==> config.mk <==
export PLATFORM = sky130hd
export DESIGN_NAME = spw_supervisor_port
export DESIGN_NICKNAME = d
export VERILOG_FILES = /design/src/spw_pkg.sv /design/src/spw_supervisor_port.sv
export SDC_FILE = /design/constraint.sdc
export NUM_CORES = 1
export LEC_CHECK = 0
export ABC_AREA = 1
export BUFFER_PORTS_ARGS = -buffer_cell sky130_fd_sc_hd__buf_2
export CORE_ASPECT_RATIO = 1.4
export CORE_UTILIZATION = 48
export CTS_CLUSTER_SIZE = 8
export DETAILED_ROUTE_END_ITERATION = 6
export MAX_ROUTING_LAYER = met4
export PLACE_DENSITY = 0.69
export SLEW_MARGIN = 20
export SYNTH_ARGS = -nofsm -noshare
export SYNTH_HDL_FRONTEND = slang
export SYNTH_SLANG_ARGS = --single-unit
==> constraint.sdc <==
create_clock -name clock -period 2.9 [get_ports clock]
set_input_delay 0.87 -clock clock [delete_from_list [all_inputs] [get_ports clock]]
set_output_delay 0.87 -clock clock [all_outputs]
set_load 0.03 [all_outputs]
==> src/spw_pkg.sv <==
/*
  package for the supervisor port watchdog: port address, bit positions,
  reset value and watchdog timing counts.
  assumes a 125 MHz board clock.
*/
package spw_pkg;
  localparam logic [15:0] SUP_PORT_ADDR = 16'h0201; // supervisor_control_status
  localparam logic [7:0] SUP_RESET = 8'h00;
  localparam int BIT_WD_EN = 0;
  localparam int BIT_WD_REFRESH = 1;
  localparam int BIT_VPP_HIGH = 2;
  localparam int BIT_DIR485_PWR = 3;
  localparam int BIT_PRN_INPUT = 4;
  localparam int BIT_ALT_BANK = 5;
  localparam int CLOCK_HZ = 125000000;
  localparam int PRESCALE_US = 1; // prescaler tick period in microseconds
  localparam int PRESCALE_CYCLES = CLOCK_HZ / 1000000 * PRESCALE_US;
  localparam int TIMEOUT_MS = 1600; // watchdog interval
  localparam int TIMEOUT_TICKS = TIMEOUT_MS * 1000 / PRESCALE_US;
  localparam int RESET_PULSE_CYCLES = 16; // length of the restart pulse
endpackage : spw_pkg

==> src/spw_supervisor_port.sv <==
/*
  supervisor i/o port with software-refreshed watchdog, power-detect status,
  flash vpp select, rs-485 direction control and printer direction select.
  assumes a host i/o bus with separate read and write strobes on the same clock;
  straps and power-detect come from pins and are synchronised here.
*/
// What this block does
// RQ1 - bit 0 is a readable and writable watchdog enable; one arms it
// RQ2 - bit 1 is readable and writable refresh; 1-0-1 toggling is a keep-alive
// RQ3 - bit 2 selects flash vpp: one gives 12 volts, zero gives 5 volts
// RQ4 - write bit 3 enables rs-485 direction control; read gives power-detect status
// RQ5 - bit 4 write-only: one makes printer data input, zero output (default)
// RQ6 - bit 5 is readable and writable, latching the alternate switch bank selection
// RQ7 - reset clears every port bit, leaving the watchdog disabled
// RQ8 - supervision begins only from the first write of one to bit 0
// RQ9 - software refreshes at least every 1.6 seconds while armed
// RQ10 - an unrefreshed armed watchdog emits a processor reset pulse
// RQ11 - watchdog can activate only while its permit strap is installed
// RQ12 - power-detect output drives the channel-check line, raising an nmi
// RQ13 - power-monitor strap gates only the nmi; status stays readable on bit 3
// RQ14 - power-detect status reads zero on low power or low battery
// RQ15 - with bit 3 set, rs-485 transceiver direction follows request-to-send
// RQ16 - after reset rs-485 runs full duplex with the transceiver receiving
// RQ17 - software keeps a shadow copy since some bits do not read back
// RQ18 - each refresh bit change restarts the prescaled 1.6 second timeout
module spw_supervisor_port (
  input wire logic clock,
  input wire logic sys_rst,
  input wire logic [15:0] ioAddr,
  input wire logic ioWrite,
  input wire logic ioRead,
  input wire logic [7:0] ioWrData,
  output logic [7:0] ioRdData,
  input wire logic powerDetectInN,
  input wire logic watchdogPermitStrap,
  input wire logic powerMonitorStrap,
  input wire logic com2RequestToSend,
  output logic flashVppHigh,
  output logic printerDataInput,
  output logic alternateSwitchBank,
  output logic rs485DriveEnable,
  output logic channelCheck,
  output logic cpuResetPulse,
  output logic watchdogArmed
);

  typedef struct packed {
    logic [2:0] pdSync;
    logic [2:0] permitSync;
    logic [2:0] monSync;
    logic pdStable;
    logic permitStable;
    logic monStable;
    logic wdEnable;
    logic refresh;
    logic vppHigh;
    logic dir485;
    logic prnInput;
    logic altBank;
    logic armed;
    logic [7:0] preCnt;
    logic [20:0] wdCnt;
    logic [4:0] pulseCnt;
    logic [7:0] rdData;
    logic rs485De;
    logic chanChk;
    logic rstOut;
  } spw_state_s;

  localparam logic [7:0] PRE_LAST = 8'(spw_pkg::PRESCALE_CYCLES - 1);
  localparam logic [20:0] WD_LAST = 21'(spw_pkg::TIMEOUT_TICKS - 1);
  localparam logic [4:0] PULSE_LEN = 5'(spw_pkg::RESET_PULSE_CYCLES);

  spw_state_s state_reg;
  spw_state_s state_next;
  logic portWrite;
  logic portRead;
  logic supervising;
  logic tick;

  assign portWrite = ioWrite && (ioAddr == spw_pkg::SUP_PORT_ADDR);
  assign portRead = ioRead && (ioAddr == spw_pkg::SUP_PORT_ADDR);
  assign supervising = state_reg.armed && state_reg.permitStable; // [RQ11]
  assign tick = (state_reg.preCnt == PRE_LAST);

  // next-state logic for synchronisers, port bits and watchdog
  always_comb begin
    state_next = state_reg;
    // three-stage sync; accept a change when stages two and three agree
    state_next.pdSync = {state_reg.pdSync[1:0], powerDetectInN};
    state_next.permitSync = {state_reg.permitSync[1:0], watchdogPermitStrap};
    state_next.monSync = {state_reg.monSync[1:0], powerMonitorStrap};
    if (state_reg.pdSync[2] == state_reg.pdSync[1]) begin
      state_next.pdStable = state_reg.pdSync[2];
    end
    if (state_reg.permitSync[2] == state_reg.permitSync[1]) begin
      state_next.permitStable = state_reg.permitSync[2];
    end
    if (state_reg.monSync[2] == state_reg.monSync[1]) begin
      state_next.monStable = state_reg.monSync[2];
    end
    // host write to the supervisor port
    if (portWrite) begin
      state_next.wdEnable = ioWrData[spw_pkg::BIT_WD_EN]; // [RQ1]
      state_next.refresh = ioWrData[spw_pkg::BIT_WD_REFRESH]; // [RQ2]
      state_next.vppHigh = ioWrData[spw_pkg::BIT_VPP_HIGH]; // [RQ3]
      state_next.dir485 = ioWrData[spw_pkg::BIT_DIR485_PWR]; // [RQ4]
      state_next.prnInput = ioWrData[spw_pkg::BIT_PRN_INPUT]; // [RQ5]
      state_next.altBank = ioWrData[spw_pkg::BIT_ALT_BANK]; // latched select
      if (ioWrData[spw_pkg::BIT_WD_EN]) begin
        state_next.armed = 1'b1; // [RQ8]
      end else begin
        state_next.armed = 1'b0; // clearing enable stops supervision
      end
    end
    // prescaler runs only while supervising
    if (!supervising) begin
      state_next.preCnt = 8'h00;
      state_next.wdCnt = 21'h000000;
    end else begin
      state_next.preCnt = tick ? 8'h00 : state_reg.preCnt + 8'h01;
      if (portWrite && (ioWrData[spw_pkg::BIT_WD_REFRESH] != state_reg.refresh)) begin
        state_next.wdCnt = 21'h000000; // [RQ18] [RQ2]
      end else if (tick) begin
        if (state_reg.wdCnt == WD_LAST) begin
          state_next.wdCnt = 21'h000000;
          state_next.pulseCnt = PULSE_LEN; // [RQ10]
        end else begin
          state_next.wdCnt = state_reg.wdCnt + 21'h000001;
        end
      end
    end
    // restart pulse countdown
    if (state_reg.pulseCnt != 5'h00) begin
      state_next.pulseCnt = state_reg.pulseCnt - 5'h01;
    end
    state_next.rstOut = (state_next.pulseCnt != 5'h00); // [RQ10]
    // read data: bit 3 gives power-detect, bit 4 write-only reads zero
    state_next.rdData = spw_pkg::SUP_RESET;
    if (portRead) begin
      state_next.rdData[spw_pkg::BIT_WD_EN] = state_reg.wdEnable; // [RQ1]
      state_next.rdData[spw_pkg::BIT_WD_REFRESH] = state_reg.refresh; // [RQ2]
      state_next.rdData[spw_pkg::BIT_VPP_HIGH] = state_reg.vppHigh; // [RQ3]
      state_next.rdData[spw_pkg::BIT_DIR485_PWR] = state_reg.pdStable; // [RQ4] [RQ13] [RQ14]
      state_next.rdData[spw_pkg::BIT_ALT_BANK] = state_reg.altBank; // [RQ6]
    end
    // rs-485 direction follows rts only when enabled, else receive
    state_next.rs485De = state_reg.dir485 && com2RequestToSend; // [RQ15] [RQ16]
    // nmi on low power-detect, gated by the monitor strap only
    state_next.chanChk = state_reg.monStable && !state_reg.pdStable; // [RQ12] [RQ13]
  end

  // state register; everything clears on reset
  always_ff @(posedge clock or posedge sys_rst) begin
    if (sys_rst) begin
      state_reg <= '0; // [RQ7]
    end else begin
      state_reg <= state_next;
    end
  end

  // outputs straight from flip-flops
  assign ioRdData = state_reg.rdData;
  assign flashVppHigh = state_reg.vppHigh;
  assign printerDataInput = state_reg.prnInput;
  assign alternateSwitchBank = state_reg.altBank;
  assign rs485DriveEnable = state_reg.rs485De;
  assign channelCheck = state_reg.chanChk;
  assign cpuResetPulse = state_reg.rstOut;
  assign watchdogArmed = state_reg.armed;

endmodule : spw_supervisor_port

==> results.tsv <==
metric	value	unit
powerDensity	511	nW/µm²
grt_max_degree	45	
netlist-cell-type-count	39	
clock_latency	0.34	ns
yosys-top-cells-area	dfrtp_1 (48%), nand2_1 (8.7%), nor2_1 (7.0%)	
grt_pass1_vias	2510	
fillCellCount	574	
initial_core_util	0.499	
dieArea	6780	µm²
synth_area_leader_cell	dfrtp_1	
period_minus_slack	2.04	ns
path_clk_slew	0.07	ns
dr.pass1.iters	5	
p_switching	417	µW
die_y	97.0	µm
wl_per_cell	12.2	µm
vias_per_cell	5.07	
portBuffers	41	
holdCritStartpoint	state_next[59]	
drv_cap	0	
path_class	reg2reg	
io_pins	47	
tns	0	ns
outcome	completed	
required	3.11	ns
setup_viol	0	
hold_violations	0	
fmax	489	MHz
dp.cells	473	
synthFlopType	dfrtp_1	
leakage	1.73	nW
async_flop_share	1.00	
vias	2480	
worst_clock_skew	0.00978	ns
p_comb_frac	0.057	
cts_resized	0	
internal_power	1.40	mW
grt_use_total	0.207	
synthesis.area	3100	µm²
dieWidth	69.9	µm
netlist_instances	369	
start_kind	flop	
syn2layout_area_growth	14.9	%
syn_avg_cell_area	8.39	µm²
clkPwrFrac	0.465	
design.core.area	6210	µm²
cts_buffers	9	
diodes	0	
cp-startpoint	state_reg[16]	
synth_top_area_share	0.485	
dp_hpwl	4390	µm
min_path_type	reg2reg	
drt_iter0_drc	151	
cts_max_level	3	
ys_seq_area_frac	0.485	
place.gp.congestion	0.859	
drc	0	
whs	0.352	ns
fin_crit_sh	0.705	
cts_tree	yes	
ys_seq_elements	60	
finalNonFillerCells	489	
switching_share	0.229	
gr-total-overflow	0	
grt_first_pass_wirelength	10800	µm
cts.sinks	60	
wl	5970	µm
synth_warnings	0	
cp-end-kind	flop	
cp.arrival	2.26	ns
reg2reg_from	state_reg[16]	
p_seq_frac	0.477	
synth_edf_count	0	
cp_max_fo	14	
antenna_found_initial	0	
root_buffer	clkbuf_8	
peakVddDrop	0.000452	V
largest_register_ffs	43	
clock_path_buffers	2	
postCtsSetupBuffers	0	
num_rows	34	
fin_nets	448	
rsz0062_at_grt	false	
antenna_left	0	
drive_gt1_frac	0.209	
slew_violations	0	
cts_hold_buf	0	
[worst max-delay path, cell delays in order (launching register included)]
cell and delay [ns]:
dfrtp_1 0.49, ha_1 0.27, nand3_2 0.18, nor2_4 0.24
nand3_4 0.11, nand3_2 0.30, inv_2 0.14, o21ai_1 0.10
o21ai_0 0.09
[per-stage QoR]
| stage | util | instance area (µm²) | setup WS [ns] | power (mW) |
|---|---|---|---|---|
| final | 0.573 | 3560 | 0.856 | 1.82 |
| after global routing | 0.573 | 3560 | 0.637 | 1.90 |
| after CTS | 0.573 | 3560 | 0.819 | 1.84 |
| after detailed placement | 0.537 | 3330 | 0.536 | 0.991 |
| after global placement | 0.537 | 3330 | 0.574 | 0.987 |
| after floorplan | - | 3100 | 0.545 | 0.948 |
[per-layer routing]
layer | part of all wire | up-vias | global-route usage | wire length [µm]
met4 | 0.028 | 0 | 0.0954 | 170
met5 | 0 | - | - | 0
li1 | - | 1251 | - | -
met3 | 0.046 | 18 | 0.0510 | 274
met2 | 0.50 | 64 | 0.344 | 3010
met1 | 0.42 | 1147 | 0.234 | 2520
[synthesized netlist by cell type, types with 2 or more instances]
library cell  count
nand4_1           7
nand2_1          72
xor2_1           14
inv_2             4
nand3_1          24
nor2_1           58
o21ai_0          12
buf_2             2
nand3_2           2
nor2_2            3
o22ai_1           4
a21oi_1           4
maj3_1            3
nand3b_1          3
o21ai_1           5
dfrtp_1          60
nor2_4            2
nand2_2           4
nor3_1            6
xnor2_1           2
buf_4             8
o21ai_2           5
ha_1              4
inv_1            46
[power by group through the flow]
stage / Combinational [mW] / Clock [mW] / Sequential (mW)
2_1_floorplan: 0.0621 / 0 / 0.886
3_3_place_gp: 0.104 / 0 / 0.883
3_5_place_dp: 0.107 / 0 / 0.885
4_1_cts: 0.107 / 0.865 / 0.869
5_1_grt: 0.122 / 0.910 / 0.871
6_report: 0.104 / 0.846 / 0.869
[area by class of cell]
cell class / instances / area, µm² / share of cell area
timing repair buffer: 42 / 225 / 0.0633
tap: 72 / 90.1 / 0.0253
clock inverter: 5 / 83.8 / 0.0236
clock buffer: 11 / 141 / 0.0397
inverter: 50 / 188 / 0.0527
multi-input combinational: 249 / 1330 / 0.374
sequential: 60 / 1500 / 0.422
[cells in the final DEF (no fill, tap or decap), types with 3 or more instances in the layout]
| cell | Yosys | final |
|---|---|---|
| maj3_1 | 3 | 3 |
| nor2_2 | 3 | 3 |
| a21oi_1 | 4 | 4 |
| nor2_1 | 58 | 58 |
| ha_1 | 4 | 4 |
| nor3_1 | 6 | 6 |
| o21ai_1 | 5 | 5 |
| conb_1 | 1 | 3 |
| buf_2 | 2 | 41 |
| nand4_1 | 7 | 7 |
| dfrtp_1 | 60 | 60 |
| nand2_1 | 72 | 72 |
| o21ai_0 | 12 | 12 |
| clkbuf_8 | 0 | 10 |
| o22ai_1 | 4 | 4 |
| inv_2 | 4 | 5 |
| nand3b_1 | 3 | 3 |
| inv_1 | 46 | 45 |
| nand3_1 | 24 | 24 |
| nand2_2 | 4 | 4 |
| xor2_1 | 14 | 14 |
| o21ai_2 | 5 | 5 |
[path summary, 6_finish.rpt]
check | to | slack [ns] | cells after the start
setup / recovery | state_reg[24] | 0.86 | 8
hold / removal | state_next[60] | 0.35 | 0
setup reg to reg | state_reg[24] | 0.86 | 8
hold reg to reg | state_next[60] | 0.35 | 0
max in group asynchronous | state_reg[32] | 1.84 | 3
min in group asynchronous | state_reg[54] | 0.50 | 2
[cells by family (layout without fill, tap and decap cells)]
kind of cell | after synthesis | count (layout) | synth area share
DFF | 60 | 60 | 0.485
buffers and inverters | 62 | 108 | 0.0881
other | 1 | 3 | 0.00121
adders and majority gates | 7 | 7 | 0.0259
AOI/OAI and AO/OA | 33 | 33 | 0.0655
xor gates and xnor gates | 16 | 16 | 0.0453
and+or+nand+nor | 190 | 190 | 0.289
(Power assumes the default switching activity.)
